--- config.mk ---
export PLATFORM = sky130hd
export DESIGN_NAME = mbl_sequencer
export DESIGN_NICKNAME = d
export VERILOG_FILES = /design/src/rtl/mbl_pkg.sv /design/src/rtl/mbl_comp_filter.sv /design/src/rtl/mbl_phase_timer.sv /design/src/rtl/mbl_sequencer.sv
export VERILOG_INCLUDE_DIRS = /design/src /design/src/rtl
export SDC_FILE = /design/constraint.sdc
export NUM_CORES = 1
export LEC_CHECK = 0
export BUFFER_PORTS_ARGS = -buffer_cell sky130_fd_sc_hd__buf_2
export CAP_MARGIN = 20
export CORE_ASPECT_RATIO = 0.75
export CORE_MARGIN = 2
export CORE_UTILIZATION = 40
export CTS_BUF_LIST = sky130_fd_sc_hd__clkbuf_8
export DETAILED_ROUTE_END_ITERATION = 7
export SYNTH_ARGS = -nofsm -noshare
export SYNTH_HDL_FRONTEND = slang
export SYNTH_HIERARCHICAL = 1
export SYNTH_SLANG_ARGS = --single-unit
--- constraint.sdc ---
create_clock -name ref_clk -period 13.1 [get_ports ref_clk]
set_input_delay 1.31 -clock ref_clk [delete_from_list [all_inputs] [get_ports ref_clk]]
set_output_delay 1.31 -clock ref_clk [all_outputs]
set_load 0.05 [all_outputs]
--- src/rtl/mbl_defines.svh ---
`ifndef MBL_DEFINES_SVH
`define MBL_DEFINES_SVH

// ==========================================================
// clock and sequence time base
`define MBL_CLK_NS 100
`define MBL_TICK_US 125
`define MBL_TICK_CYCLES (`MBL_TICK_US * 1000 / `MBL_CLK_NS)
`define MBL_MS2TICK(ms) (16'((ms) * 1000 / `MBL_TICK_US))
`define MBL_STEPS_PER_CYCLE 6
`define MBL_FC_STEP_TICKS(us) \
	(16'((us) / `MBL_TICK_US / `MBL_STEPS_PER_CYCLE))

// ==========================================================
// register offsets and slot indices
`define MBL_OFS_FILTER 8'h0f
`define MBL_OFS_START 8'h10
`define MBL_OFS_SENSE 8'h12
`define MBL_OFS_BRAKE 8'h13
`define MBL_OFS_EXCITE 8'h14
`define MBL_OFS_FORCED 8'h15
`define MBL_OFS_LEVEL 8'h17
`define MBL_OFS_COMP 8'h18
`define MBL_IDX_FILTER 3'h0
`define MBL_IDX_START 3'h1
`define MBL_IDX_SENSE 3'h2
`define MBL_IDX_BRAKE 3'h3
`define MBL_IDX_EXCITE 3'h4
`define MBL_IDX_FORCED 3'h5
`define MBL_IDX_LEVEL 3'h6
`define MBL_IDX_COMP 3'h7
`define MBL_CFG_RST 8'h00

// ==========================================================
// field positions
`define MBL_F_FILT_LEN 1:0
`define MBL_F_START_SCALE 3:1
`define MBL_F_LIMIT_DIS 0
`define MBL_F_SENSE_SEL 2:1
`define MBL_F_BRAKE_SHORT 4
`define MBL_F_BRAKE_HOLD 3
`define MBL_F_BRAKE_SECS 2:0
`define MBL_F_EXC1 4:3
`define MBL_F_EXC2 2:0
`define MBL_F_FC_FREQ 1:0
`define MBL_F_LEVEL 6
`define MBL_F_HYST 7:6

// ==========================================================
// sequence periods, as printed
`define MBL_BRAKE_UNIT_MS 1000
`define MBL_EXC1_MS0 0
`define MBL_EXC1_MS1 200
`define MBL_EXC1_MS2 500
`define MBL_EXC1_MS3 1000
`define MBL_EXC2_MS0 100
`define MBL_EXC2_MS1 200
`define MBL_EXC2_MS2 400
`define MBL_EXC2_MS3 600
`define MBL_EXC2_MS4 800
`define MBL_EXC2_MS5 1000
`define MBL_EXC2_MS6 1500
`define MBL_EXC2_MS7 2000
`define MBL_FC_PERIOD_US0 625000
`define MBL_FC_PERIOD_US1 312500
`define MBL_FC_PERIOD_US2 156250
`define MBL_FC_PERIOD_US3 78125
`define MBL_WIN_MS0 200
`define MBL_WIN_MS1 100
`define MBL_WIN_MS2 50
`define MBL_WIN_MS3 25

// ==========================================================
// digital filter lengths in clocks
`define MBL_OCP_LEN0 4'h0
`define MBL_OCP_LEN1 4'h4
`define MBL_OCP_LEN2 4'h6
`define MBL_OCP_LEN3 4'h7
`define MBL_ISD_LEN0 4'h1
`define MBL_ISD_LEN1 4'h5
`define MBL_ISD_LEN2 4'h7
`define MBL_ISD_LEN3 4'h8

// ==========================================================
// commutation steps
`define MBL_IDLE_MIN_EDGES 3'h6
`define MBL_EXC_STEP 3'h0
`define MBL_STEP_BAD 3'h7
`define MBL_STEP_LAST 3'h5

`endif

--- src/rtl/mbl_pkg.sv ---
package mbl_pkg;

	// ==========================================================
	// sequencer states, one-hot
	typedef enum logic [9:0] {
		ST_LOAD = 10'h001,
		ST_BRAKE = 10'h002,
		ST_HOLD = 10'h004,
		ST_IDLE = 10'h008,
		ST_DETECT = 10'h010,
		ST_EXC1 = 10'h020,
		ST_EXC2 = 10'h040,
		ST_FORCED = 10'h080,
		ST_SENSE = 10'h100,
		ST_ERROR = 10'h200
	} mbl_state_t;

	typedef logic [15:0] mbl_ticks_t;
	typedef logic [2:0] mbl_step_t;

endpackage

--- src/rtl/mbl_comp_filter.sv ---
`timescale 1ns/100ps

module mbl_comp_filter #(
	parameter int CNT_W = 4
) (
	input wire logic ref_clk,
	input wire logic rst_n,
	input wire logic rawIn,
	input wire logic [CNT_W-1:0] filterLen,
	output logic filtOut
);
	logic sync1_q;
	logic sync2_q;
	logic [CNT_W-1:0] run_q;

	// ==========================================================
	// two-stage synchroniser; first stage feeds only the second
	always_ff @(posedge ref_clk) begin
		if (!rst_n) begin
			sync1_q <= 1'b0;
			sync2_q <= 1'b0;
		end else begin
			sync1_q <= rawIn;
			sync2_q <= sync1_q;
		end
	end

	// ==========================================================
	// count prior high cycles, saturating so long pulses stay high
	always_ff @(posedge ref_clk) begin
		if (!rst_n || !sync2_q) begin
			run_q <= '0;
		end else if (run_q != {CNT_W{1'b1}}) begin
			run_q <= run_q + 1'b1;
		end
	end

	// length zero passes the synchronised level straight on
	assign filtOut = sync2_q && (run_q >= filterLen);

endmodule // mbl_comp_filter

--- src/rtl/mbl_phase_timer.sv ---
`timescale 1ns/100ps

module mbl_phase_timer #(
	parameter int TICK_CYCLES = 1250
) (
	input wire logic ref_clk,
	input wire logic rst_n,
	input wire logic start,
	input wire mbl_pkg::mbl_ticks_t duration,
	output logic done
);
	import mbl_pkg::*;

	localparam int DIV_W = $clog2(TICK_CYCLES + 1);

	logic [DIV_W-1:0] div_q;
	mbl_ticks_t count_q;
	mbl_ticks_t dur_q;
	logic tick;

	assign tick = (div_q == DIV_W'(TICK_CYCLES - 1));

	// ==========================================================
	// tick divider, realigned on start so every phase is exact
	always_ff @(posedge ref_clk) begin
		if (!rst_n || start || tick) begin
			div_q <= '0;
		end else begin
			div_q <= div_q + 1'b1;
		end
	end

	// ==========================================================
	// phase length counter, restarted on each phase entry
	always_ff @(posedge ref_clk) begin
		if (!rst_n) begin
			count_q <= '0;
			dur_q <= '0;
		end else if (start) begin
			count_q <= '0;
			dur_q <= duration;
		end else if (tick && !done) begin
			count_q <= count_q + 1'b1;
		end
	end

	// held state only, never start, so the sequencer's next-state
	// logic cannot close a loop through it; zero duration is done
	// on the first cycle of its phase
	assign done = (count_q >= dur_q);

endmodule // mbl_phase_timer

--- src/rtl/mbl_sequencer.sv ---
`timescale 1ns/100ps
`include "mbl_defines.svh"

module mbl_sequencer #(
	parameter int TICK_CYCLES = `MBL_TICK_CYCLES,
	parameter int FC_STEPS = 6
) (
	input wire logic ref_clk,
	input wire logic rst_n,
	input wire logic configLoaded,
	input wire logic [7:0] regAddr,
	input wire logic [7:0] regWrData,
	input wire logic regWrEn,
	output logic [7:0] regRdData,
	input wire logic speedCmdActive,
	input wire logic faultStop,
	input wire logic pwmPeriodStart,
	input wire logic pwmOn,
	input wire logic limitCompare,
	input wire logic overcurrentCompare,
	input wire logic [2:0] positionCompare,
	output logic [2:0] highGate,
	output logic [2:0] lowGate,
	output logic [2:0] limitThresholdScale,
	output logic limitThresholdLevel,
	output logic [1:0] positionHysteresis,
	output logic [1:0] senseFilterSelect,
	output logic overcurrentDetected,
	output mbl_pkg::mbl_state_t motorState
);
	import mbl_pkg::*;

	logic [7:0] cfg_q [0:7];
	mbl_state_t state_q;
	mbl_state_t state_d;
	mbl_step_t step_q;
	mbl_step_t prevStep_q;
	mbl_step_t posStep;
	logic [2:0] fwdEdges_q;
	logic [3:0] fcCount_q;
	logic cut_q;
	logic phaseStart;
	logic phaseDone;
	mbl_ticks_t phaseDur;
	logic [3:0] ocpLen;
	logic [3:0] isdLen;
	logic ocpFilt;
	logic [2:0] posSync;
	logic driving;
	logic [5:0] gateSet;
	logic [2:0] highGate_q;
	logic [2:0] lowGate_q;
	logic [7:0] rdData_q;
	logic [2:0] scale_q;
	logic [3:0] regSel;

	// ==========================================================
	// register decode: hit flag and slot index
	function automatic logic [3:0] regSlot(input logic [7:0] a);
		if (a == `MBL_OFS_FILTER) return {1'b1, `MBL_IDX_FILTER};
		else if (a == `MBL_OFS_START) return {1'b1, `MBL_IDX_START};
		else if (a == `MBL_OFS_SENSE) return {1'b1, `MBL_IDX_SENSE};
		else if (a == `MBL_OFS_BRAKE) return {1'b1, `MBL_IDX_BRAKE};
		else if (a == `MBL_OFS_EXCITE) return {1'b1, `MBL_IDX_EXCITE};
		else if (a == `MBL_OFS_FORCED) return {1'b1, `MBL_IDX_FORCED};
		else if (a == `MBL_OFS_LEVEL) return {1'b1, `MBL_IDX_LEVEL};
		else if (a == `MBL_OFS_COMP) return {1'b1, `MBL_IDX_COMP};
		else return 4'h0;
	endfunction

	// comparator pattern to commutation step, bad code for 000/111
	function automatic mbl_step_t posToStep(input logic [2:0] p);
		case (p)
			3'h5: return 3'h0;
			3'h4: return 3'h1;
			3'h6: return 3'h2;
			3'h2: return 3'h3;
			3'h3: return 3'h4;
			3'h1: return 3'h5;
			default: return `MBL_STEP_BAD;
		endcase
	endfunction

	// six-step gate pattern {high U V W, low U V W}
	function automatic logic [5:0] gatesFor(input mbl_step_t s);
		case (s)
			3'h0: return 6'h22;
			3'h1: return 6'h21;
			3'h2: return 6'h11;
			3'h3: return 6'h14;
			3'h4: return 6'h0c;
			3'h5: return 6'h0a;
			default: return 6'h00;
		endcase
	endfunction

	function automatic mbl_step_t nextStep(input mbl_step_t s);
		return (s == `MBL_STEP_LAST) ? 3'h0 : 3'(s + 3'h1);
	endfunction

	// one decode shared by write and read; a call result cannot be sliced
	assign regSel = regSlot(regAddr);

	// ==========================================================
	// configuration registers
	always_ff @(posedge ref_clk) begin
		if (!rst_n) begin
			for (int i = 0; i < 8; i++) begin
				cfg_q[i] <= `MBL_CFG_RST;
			end
		end else if (regWrEn && regSel[3]) begin
			cfg_q[regSel[2:0]] <= regWrData;
		end
	end

	// registered read; unmapped offsets read zero
	always_ff @(posedge ref_clk) begin
		if (!rst_n) begin
			rdData_q <= 8'h00;
		end else if (regSel[3]) begin
			rdData_q <= cfg_q[regSel[2:0]];
		end else begin
			rdData_q <= 8'h00;
		end
	end
	assign regRdData = rdData_q;

	// ==========================================================
	// comparator inputs: synchronise then filter
	always_comb begin
		case (cfg_q[`MBL_IDX_FILTER][`MBL_F_FILT_LEN])
			2'h0: begin ocpLen = `MBL_OCP_LEN0; isdLen = `MBL_ISD_LEN0; end
			2'h1: begin ocpLen = `MBL_OCP_LEN1; isdLen = `MBL_ISD_LEN1; end
			2'h2: begin ocpLen = `MBL_OCP_LEN2; isdLen = `MBL_ISD_LEN2; end
			default: begin ocpLen = `MBL_OCP_LEN3; isdLen = `MBL_ISD_LEN3; end
		endcase
	end

	mbl_comp_filter #(.CNT_W(4)) u_ocp_filter (
		.ref_clk(ref_clk),
		.rst_n(rst_n),
		.rawIn(limitCompare),
		.filterLen(ocpLen),
		.filtOut(ocpFilt)
	);

	mbl_comp_filter #(.CNT_W(4)) u_isd_filter (
		.ref_clk(ref_clk),
		.rst_n(rst_n),
		.rawIn(overcurrentCompare),
		.filterLen(isdLen),
		.filtOut(overcurrentDetected)
	);

	// position comparators need only the synchroniser
	for (genvar g = 0; g < 3; g++) begin : g_pos
		mbl_comp_filter #(.CNT_W(1)) u_pos_sync (
			.ref_clk(ref_clk),
			.rst_n(rst_n),
			.rawIn(positionCompare[g]),
			.filterLen(1'b0),
			.filtOut(posSync[g])
		);
	end
	assign posStep = posToStep(posSync);

	// ==========================================================
	// phase timing, restarted on entry and on every forced step
	assign phaseStart = (state_d != state_q) ||
		(state_q == ST_FORCED && phaseDone);

	always_comb begin
		phaseDur = '0;
		case (state_d)
			ST_BRAKE: phaseDur = 16'(cfg_q[`MBL_IDX_BRAKE][`MBL_F_BRAKE_SECS]
				* `MBL_MS2TICK(`MBL_BRAKE_UNIT_MS));
			ST_DETECT: begin
				case (cfg_q[`MBL_IDX_FORCED][`MBL_F_FC_FREQ])
					2'h0: phaseDur = `MBL_MS2TICK(`MBL_WIN_MS0);
					2'h1: phaseDur = `MBL_MS2TICK(`MBL_WIN_MS1);
					2'h2: phaseDur = `MBL_MS2TICK(`MBL_WIN_MS2);
					default: phaseDur = `MBL_MS2TICK(`MBL_WIN_MS3);
				endcase
			end
			ST_EXC1: begin
				case (cfg_q[`MBL_IDX_EXCITE][`MBL_F_EXC1])
					2'h0: phaseDur = `MBL_MS2TICK(`MBL_EXC1_MS0);
					2'h1: phaseDur = `MBL_MS2TICK(`MBL_EXC1_MS1);
					2'h2: phaseDur = `MBL_MS2TICK(`MBL_EXC1_MS2);
					default: phaseDur = `MBL_MS2TICK(`MBL_EXC1_MS3);
				endcase
			end
			ST_EXC2: begin
				case (cfg_q[`MBL_IDX_EXCITE][`MBL_F_EXC2])
					3'h0: phaseDur = `MBL_MS2TICK(`MBL_EXC2_MS0);
					3'h1: phaseDur = `MBL_MS2TICK(`MBL_EXC2_MS1);
					3'h2: phaseDur = `MBL_MS2TICK(`MBL_EXC2_MS2);
					3'h3: phaseDur = `MBL_MS2TICK(`MBL_EXC2_MS3);
					3'h4: phaseDur = `MBL_MS2TICK(`MBL_EXC2_MS4);
					3'h5: phaseDur = `MBL_MS2TICK(`MBL_EXC2_MS5);
					3'h6: phaseDur = `MBL_MS2TICK(`MBL_EXC2_MS6);
					default: phaseDur = `MBL_MS2TICK(`MBL_EXC2_MS7);
				endcase
			end
			ST_FORCED: begin
				case (cfg_q[`MBL_IDX_FORCED][`MBL_F_FC_FREQ])
					2'h0: phaseDur = `MBL_FC_STEP_TICKS(`MBL_FC_PERIOD_US0);
					2'h1: phaseDur = `MBL_FC_STEP_TICKS(`MBL_FC_PERIOD_US1);
					2'h2: phaseDur = `MBL_FC_STEP_TICKS(`MBL_FC_PERIOD_US2);
					default: phaseDur = `MBL_FC_STEP_TICKS(`MBL_FC_PERIOD_US3);
				endcase
			end
			default: phaseDur = '0;
		endcase
	end

	mbl_phase_timer #(.TICK_CYCLES(TICK_CYCLES)) u_phase_timer (
		.ref_clk(ref_clk),
		.rst_n(rst_n),
		.start(phaseStart),
		.duration(phaseDur),
		.done(phaseDone)
	);

	// ==========================================================
	// next state
	always_comb begin
		state_d = state_q;
		case (state_q)
			ST_LOAD: if (configLoaded) state_d = ST_BRAKE;
			ST_BRAKE: begin
				// hold is meaningless for a zero-length brake
				if (phaseDone) begin
					if (cfg_q[`MBL_IDX_BRAKE][`MBL_F_BRAKE_HOLD] &&
						cfg_q[`MBL_IDX_BRAKE][`MBL_F_BRAKE_SECS] != 3'h0) begin
						state_d = ST_HOLD;
					end else begin
						state_d = ST_IDLE;
					end
				end
			end
			ST_HOLD: if (speedCmdActive) state_d = ST_DETECT;
			ST_IDLE: if (speedCmdActive) state_d = ST_DETECT;
			ST_DETECT: begin
				if (fwdEdges_q >= `MBL_IDLE_MIN_EDGES) begin
					state_d = ST_SENSE;
				end else if (phaseDone) begin
					state_d = ST_EXC1;
				end
			end
			ST_EXC1: if (phaseDone) state_d = ST_EXC2;
			ST_EXC2: if (phaseDone) state_d = ST_FORCED;
			ST_FORCED: begin
				if (phaseDone && fcCount_q == 4'(FC_STEPS - 1)) begin
					state_d = ST_SENSE;
				end
			end
			ST_ERROR: if (!speedCmdActive) state_d = ST_IDLE;
			default: state_d = state_q;
		endcase
		// running states: stop wins over fault, both over progress
		if (driving || state_q == ST_DETECT) begin
			if (!speedCmdActive) begin
				state_d = ST_IDLE;
			end else if (faultStop) begin
				state_d = ST_ERROR;
			end
		end
	end

	always_ff @(posedge ref_clk) begin
		if (!rst_n) begin
			state_q <= ST_LOAD;
		end else begin
			state_q <= state_d;
		end
	end
	assign motorState = state_q;

	assign driving = (state_q == ST_EXC1) || (state_q == ST_EXC2) ||
		(state_q == ST_FORCED) || (state_q == ST_SENSE);

	// ==========================================================
	// idling detection: count forward steps seen while gates are off
	always_ff @(posedge ref_clk) begin
		if (!rst_n || state_q != ST_DETECT) begin
			fwdEdges_q <= 3'h0;
			prevStep_q <= `MBL_STEP_BAD;
		end else if (posStep != `MBL_STEP_BAD && posStep != prevStep_q) begin
			prevStep_q <= posStep;
			// a reverse or jumbled step restarts the count
			if (prevStep_q != `MBL_STEP_BAD &&
				posStep == nextStep(prevStep_q)) begin
				if (fwdEdges_q != 3'h7) fwdEdges_q <= fwdEdges_q + 3'h1;
			end else begin
				fwdEdges_q <= 3'h0;
			end
		end
	end

	// ==========================================================
	// commutation step
	always_ff @(posedge ref_clk) begin
		if (!rst_n) begin
			step_q <= `MBL_EXC_STEP;
			fcCount_q <= 4'h0;
		end else if (state_q == ST_EXC1 || state_q == ST_EXC2) begin
			step_q <= `MBL_EXC_STEP;
			fcCount_q <= 4'h0;
		end else if (state_q == ST_FORCED && phaseDone) begin
			step_q <= nextStep(step_q);
			fcCount_q <= fcCount_q + 4'h1;
		end else if (state_q == ST_SENSE && posStep != `MBL_STEP_BAD) begin
			step_q <= nextStep(posStep);
		end else if (state_q == ST_DETECT && posStep != `MBL_STEP_BAD) begin
			step_q <= nextStep(posStep); // direct entry follows rotor
		end
	end

	// ==========================================================
	// cycle-by-cycle limit; a trip in the clearing cycle still holds
	always_ff @(posedge ref_clk) begin
		if (!rst_n) begin
			cut_q <= 1'b0;
		end else if (ocpFilt && driving &&
			!cfg_q[`MBL_IDX_START][`MBL_F_LIMIT_DIS]) begin
			cut_q <= 1'b1;
		end else if (pwmPeriodStart) begin
			cut_q <= 1'b0;
		end
	end

	// ==========================================================
	// gate drive; registered so gates never glitch on decode
	assign gateSet = gatesFor(step_q);

	always_ff @(posedge ref_clk) begin
		if (!rst_n) begin
			highGate_q <= 3'h0;
			lowGate_q <= 3'h0;
		end else if (state_q == ST_BRAKE || state_q == ST_HOLD) begin
			highGate_q <= 3'h0;
			lowGate_q <= {3{cfg_q[`MBL_IDX_BRAKE][`MBL_F_BRAKE_SHORT]}};
		end else if (driving) begin
			highGate_q <= gateSet[5:3] & {3{pwmOn && !cut_q}};
			lowGate_q <= gateSet[2:0];
		end else begin
			highGate_q <= 3'h0;
			lowGate_q <= 3'h0;
		end
	end
	assign highGate = highGate_q;
	assign lowGate = lowGate_q;

	// ==========================================================
	// analog threshold and comparator selections
	always_ff @(posedge ref_clk) begin
		if (!rst_n) begin
			scale_q <= 3'h0;
		end else if (state_q == ST_SENSE) begin
			scale_q <= 3'h0;
		end else begin
			scale_q <= cfg_q[`MBL_IDX_START][`MBL_F_START_SCALE];
		end
	end
	assign limitThresholdScale = scale_q;
	assign limitThresholdLevel = cfg_q[`MBL_IDX_LEVEL][`MBL_F_LEVEL];
	assign positionHysteresis = cfg_q[`MBL_IDX_COMP][`MBL_F_HYST];
	assign senseFilterSelect = cfg_q[`MBL_IDX_SENSE][`MBL_F_SENSE_SEL];

endmodule // mbl_sequencer

After elaboration in Yosys (flattened, before gate mapping)
Memories as Yosys holds them, arrays and structs flattened. A register that Yosys moved wholly into a read port is not among the register bits. Cells that the tools add are included.

Bits in registers: 97. Word-level logic and storage cells: 221. Output and inout bits: 33. Memories: 1. RAM bits: 64.

Memories: cfg_q (words 8, width 8, rd ports 9, clocked after Yosys merged registers in 1, write ports 8, line mbl_sequencer.sv:33) `logic [7:0] cfg_q [0:7];`.

Eq/ne operators: 60. Bitwise gates (word level): 3. $mul: 1. Order comparisons: 7. Add/sub/neg operators: 12. Reductions and logical operators: 57. Mux-type cells: 53.

Operators by type and width (number): 10-bit 2-to-1 mux (12); 14-bit one-hot mux with 7 select lines (1); 10-bit one-hot mux with 8 select lines (1); 16-bit one-hot mux with 5 select lines (1); 8-bit by 5-bit == test with 1-bit output, second input constant (7); 13-bit one-hot mux with 3 select lines (1); 4-bit 2-to-1 mux (9); 6-bit one-hot mux with 6 select lines (1); 3-bit 2-to-1 mux (11); 11-bit one-hot mux with 3 select lines (1); 3-bit == test, second input constant (10); 10-bit one-hot mux with 3 select lines (1); 10-bit by 2-bit == test with 1-bit output, second input constant (2); 10-bit by 5-bit == test with 1-bit output, second input constant (2); 10-bit by 6-bit == test with 1-bit output, second input constant (2); 10-bit by 7-bit == test with 1-bit output, second input constant (2); 10-bit by 8-bit == test with 1-bit output, second input constant (2); 3-bit by 2-bit == test with 1-bit output, second input constant (6); 3-bit one-hot mux with 6 select lines (1); 1-bit logical AND (17); 16-bit by 1-bit adder with 16-bit output, second input constant (1); 16-bit greater-or-equal comparator (1); 1-bit logical OR (14); 3-bit by 1-bit adder with 3-bit output, second input constant (4); other kinds (41) (83).

Longest topological paths before layout
Depth after elaboration: 15. Depth in mapped cells: 23. Depth with buffers taken out: 18.

Modules after synthesis
Netlist, hierarchy kept.

Modules (own cells, without submodules): mbl_sequencer (instances 1, area an instance 6667.6 um^2, sequential area each 2742.6 um^2, cells an instance 706); mbl_phase_timer (instances 1, area an instance 2319.7 um^2, sequential area each 860.8 um^2, cells an instance 248); mbl_comp_filter at u_isd_filter ... (instances 2, area an instance 319.1 um^2, sequential area each 120.1 um^2, cells an instance 37); mbl_comp_filter at g_pos[0].u_pos_sync ... (instances 3, area an instance 90.1 um^2, sequential area each 60.1 um^2, cells an instance 8).

Worst setup path after synthesis
OpenSTA, ideal clock, no wires.

Path kind: register -> register. Start point: register u_phase_timer.count_q[6]. End point: register u_phase_timer.dur_q[10]. Arrival time: 4.410 ns. Stages on the path, launching flop included: 22. Path slack: 8.574 ns. Setup time: 0.117 ns. Clock period less this slack: 4.526 ns. Cells stage by stage: dfxtp_1 > ha_1 > a21o_1 > a221oi_2 > o21ai_2 > a21oi_2 > inv_2 > buf_2 > clkbuf_1 > and4b_1 > or3_1 > o21ai_0 > nor4_1 > a21oi_2 > buf_2 > nand2_1 > xor2_1 > nand2_1 > clkbuf_1 > clkbuf_1 > mux2i_1 > nor2b_1.

Longest elaborated chain between the ends: 9.

Ends and longest elaborated chain: from (decl) (line mbl_phase_timer.sv:17) `mbl_ticks_t count_q;`; from (signal assigned) (line mbl_phase_timer.sv:43) `count_q <= count_q + 1'b1;`; 16-bit greater-or-equal comparator * (line mbl_phase_timer.sv:50) `assign done = (count_q >= dur_q);`; named net phaseDone (line mbl_sequencer.sv:43) `logic phaseDone;`; 10-bit 2-to-1 mux / 1-bit logical AND (equally long branches) (line mbl_sequencer.sv:247, mbl_sequencer.sv:254); 10-bit 2-to-1 mux (on tied branches) (line mbl_sequencer.sv:245, mbl_sequencer.sv:254); 10-bit one-hot mux with 8 select lines (line mbl_sequencer.sv:229) `case (state_q)`; 10-bit 2-to-1 mux (line mbl_sequencer.sv:265) `end else if (faultStop) begin`; 10-bit 2-to-1 mux (line mbl_sequencer.sv:263) `if (!speedCmdActive) begin`; 10-bit 2-to-1 mux (line mbl_sequencer.sv:262) `if (driving || state_q == ST_DETECT) begin`; 10-bit != test (line mbl_sequencer.sv:169) `assign phaseStart = (state_d != state_q) ||`; 1-bit logical OR * (line mbl_sequencer.sv:169); named net phaseStart (line mbl_sequencer.sv:42) `logic phaseStart;`; to (signal assigned) (line mbl_phase_timer.sv:41) `dur_q <= duration;`; to (decl) (line mbl_phase_timer.sv:18) `mbl_ticks_t dur_q;`.

The timed path passes the listed nets; every way through them passes the cells marked *. A chain may end at the register's enable or synchronous reset.

Worst setup path in the final report
Start point: register u_phase_timer.dur_q[15]. End point: register u_phase_timer.dur_q[13].

Longest elaborated chain between the ends: 9.

Ends and longest elaborated chain: 16-bit greater-or-equal comparator * (line mbl_phase_timer.sv:50); named net phaseDone (line mbl_sequencer.sv:43); 10-bit 2-to-1 mux / 1-bit logical AND (equally long branches) (line mbl_sequencer.sv:247, mbl_sequencer.sv:254); 10-bit 2-to-1 mux (on tied branches) (line mbl_sequencer.sv:245, mbl_sequencer.sv:254); 10-bit one-hot mux with 8 select lines * (line mbl_sequencer.sv:229); 10-bit 2-to-1 mux (line mbl_sequencer.sv:265); 10-bit 2-to-1 mux (line mbl_sequencer.sv:263); 10-bit 2-to-1 mux * (line mbl_sequencer.sv:262); 10-bit by 8-bit == test with 1-bit output (tied with other cells) (line mbl_sequencer.sv:174) `case (state_d)`; 16-bit one-hot mux with 5 select lines * (line mbl_sequencer.sv:174); named net phaseDur[13] (line mbl_sequencer.sv:44) `mbl_ticks_t phaseDur;`.

Marked as above.

==> flow_summary.ini <==
[grt]
grt_start_max_net_pins = 55
grt_first_pass_wirelength_um = 39000
grt_antenna_before_repair = 0
grt_pass1_vias = 7287
track_usage = 0.191
overflow = 0

[route]
drtPass1Iterations = 5
drc = 0
vias_per_cell = 5.38
ant_nets = 0
wl_per_cell_um = 16.7
vias = 7748
wirelength_um = 24000
drtIter0Drc = 874

[power_and_ir_drop]
share_seq_of_total_power = 0.427
p_int_uw = 872
swShare = 0.383
total_power_mw = 1.41
power-per-cell-area_nw_per_um2 = 130
leakagePower_nw = 4.45
p_sw_uw = 541
clkPwrFrac = 0.280
ir_drop_v = 0.0000783
power_frac_comb = 0.293

[floorplan]
num_rows = 49
die_h_um = 140
fp.dieW_um = 186
core_um2 = 24200
initial_core_util = 0.410
io_pins = 62
die-area_um2 = 26000

[cells_and_area]
final_area_um2 = 10900
post-route-util = 0.451
fillers = 2347
area_delta_synth_final_pct = 10.2
diodes = 0
multiInputGateArea_um2 = 5410
seq_area_um2 = 4020
fin_nets = 1183
layout-drive-gt1-share = 0.132

[synth]
synth_common_cells = dfxtp_1 (105), nor2_1 (104), and2_1 (87)
yosys.area.top_type = dfxtp_1
async_reset_ff_frac = 0
synthesis.area_um2 = 9900
synth_xor_area_frac = 0.0310
ys.flop_type = dfxtp_1
synth_edf_count = 64
synthSimpleGateAreaFrac = 0.240
yosys.cell_count.top_type = dfxtp_1
post_synth_fa_ha_maj_area_fraction = 0.0751
yosysWarnings = 6
syn_area_per_cell_um2 = 9.41
syn_inst = 1052
synth_area_leaders = dfxtp_1 (21%), edfxtp_1 (19%), ha_1 (6.7%)
synth_cell_types = 89
synth.area.mux_share = 0.0603
synth.yosys.seq_area_share = 0.407
synth_top_area_share = 0.212
synth_seq_cells = 169
synth_top_family_by_area = simple AND/OR/NAND/NOR gates
synth_compound_gate_area_share = 0.136

[cts]
cts-root-buf = clkbuf_8
clkSinkCount = 169
cts_tree = built
cts_made_buffers = 17
clock_latency_ns = 0.49
clkTransAtPathRegs_ns = 0.10
ctsHoldBuffers = 0
cts_setup_buffers = 0
cts_resized = 0
clockBufferDepth = 2
h-tree-depth = 4

[timing]
maxSlewViolCount = 0
period_minus_slack_ns = 4.87
max_freq_mhz = 206
rsz0062_at_grt = false
setup_ws_ns = 8.23
setup_viol = 0
finalClockSkew_ns = 0.0185
slew_headroom = 0.321
finalCritPeriodShare = 0.371
finalHoldViolations = 0
tightest_slew_ns = 1.02
fin_setup_tns_ns = 0

[worst_setup_path]
cp.required_ns = 13.52
cp-end-kind = flop
cpMostUsedCell = nand3_1
crit_path_start_kind = flop
path_buf_inv = 2
worstPathCellList = inv_1 -> ha_1 -> and4_1 -> nand3_1 -> nor2_1 -> a21oi_2 -> inv_2 -> and4b_1 -> or3_1 -> o221ai_1 -> a211oi_4 -> nand2_2 -> a2111oi_4 -> nand3_1 -> o22ai_1 -> mux2i_1 -> nor2b_1
critPathArrivalTime_ns = 5.28
crit_family = compound AO/OA/AOI/OAI gates
cp_slowest_cell = a2111oi_4
cp_max_fo = 26
slowest_delay_ns = 0.96
crit_type = flop to flop

[place]
place.gp.congestion = 0.990
dp_slack_ns = 8.35
hpwl_um = 17100
place_area_um2 = 10500
port_buffers = 61

[status]
outcome = completed

[job]
cap_violations = 0

[min_path]
hp-class = flop to flop
## logic make-up (layout without fill, tap and decap cells)
group | Yosys count | count (layout)
AND/OR/NAND/NOR | 425 | 425
AO/OA/AOI/OAI | 186 | 186
flip-flops | 169 | 169
buffers and inverters | 120 | 173
multiplexers | 59 | 59
adder cells (fa/ha/maj) | 57 | 57
XOR/XNOR | 35 | 35
other | 1 | 6
## layer usage
layer / vias up / part of all wire / GRT usage
met1: 3642 / 0.51 / 0.285
met2: 237 / 0.42 / 0.277
li1: 3846 / - / -
met4: 0 / 0.010 / 0.0489
met3: 23 / 0.061 / 0.0439
met5: - / 0 / 0
## power groups by stage
| stage | clock network (mW) | registers (mW) | logic (mW) |
|---|---|---|---|
| after floorplan | 0 | 0.614 | 0.329 |
| after global placement | 0 | 0.614 | 0.403 |
| after detailed placement | 0 | 0.615 | 0.407 |
| after CTS | 0.405 | 0.603 | 0.411 |
| after global routing | 0.426 | 0.608 | 0.453 |
| final | 0.396 | 0.603 | 0.414 |
## area by class of cell
class                      instances  area share
inverter                          68      0.0234
clock buffer                      19      0.0240
tap                              331      0.0380
multi-input combinational        768       0.496
clock inverter                    13      0.0134
sequential                       169       0.369
timing repair buffer              73      0.0363
## stage by stage
stage	cells	hold WS, ns
2_1_floorplan	1057	0.412
3_3_place_gp	1405	0.415
3_5_place_dp	1409	0.420
4_1_cts	1441	0.443
5_1_grt	1441	0.473
6_report	1441	0.439
## path summary, 6_finish.rpt
path | start | endpoint | slack (ns) | cells after the start
max reg2reg | u_phase_timer/dur_q[15] | u_phase_timer/dur_q[13] | 8.23 | 17
min | g_pos[2].u_pos_sync/sync1_q | g_pos[2].u_pos_sync/sync2_q | 0.44 | 1
min reg2reg | g_pos[2].u_pos_sync/sync1_q | g_pos[2].u_pos_sync/sync2_q | 0.44 | 1
max | u_phase_timer/dur_q[15] | u_phase_timer/dur_q[13] | 8.23 | 17
## placed cells by master, fill, tap and decap left out, drive strengths merged, types with 26 or more instances in the layout
| master | n |
|---|---|
| nor3 | 29 |
| a21oi | 42 |
| dfxtp | 105 |
| edfxtp | 64 |
| o21ai | 35 |
| nor2 | 104 |
| nand2 | 48 |
| nor2b | 26 |
| and2 | 87 |
| mux2i | 54 |
| ha | 53 |
| nand3 | 30 |
| inv | 78 |
| buf | 73 |
## flip-flops by register name, indices dropped and copies added (netlist names), 3 cells and up
register	count
u_phase_timer/count_q	16
step_q	3
g_pos.u_pos_sync/sync1_q	3
u_phase_timer/div_q	11
prevStep_q	3
motorState	10
g_pos.u_pos_sync/sync2_q	3
limitThresholdScale	3
g_pos.u_pos_sync/run_q	3
cfg_q	64
regRdData	8
fcCount_q	4
u_phase_timer/dur_q	16
lowGate	3
u_ocp_filter/run_q	4
highGate	3
fwdEdges_q	3
u_isd_filter/run_q	4
## worst reg2reg max path, cell delays in order, from the launching register on
cell       delay (ns)
dfxtp_1          0.34
inv_1            0.05
ha_1             0.28
and4_1           0.20
nand3_1          0.13
nor2_1           0.44
a21oi_2          0.15
inv_2            0.35
and4b_1          0.31
or3_1            0.13
o221ai_1         0.19
a211oi_4         0.30
nand2_2          0.13
a2111oi_4        0.96
nand3_1          0.25
o22ai_1          0.35
mux2i_1          0.13
nor2b_1          0.12
No activity file was read; power rests on OpenSTA's default activity.
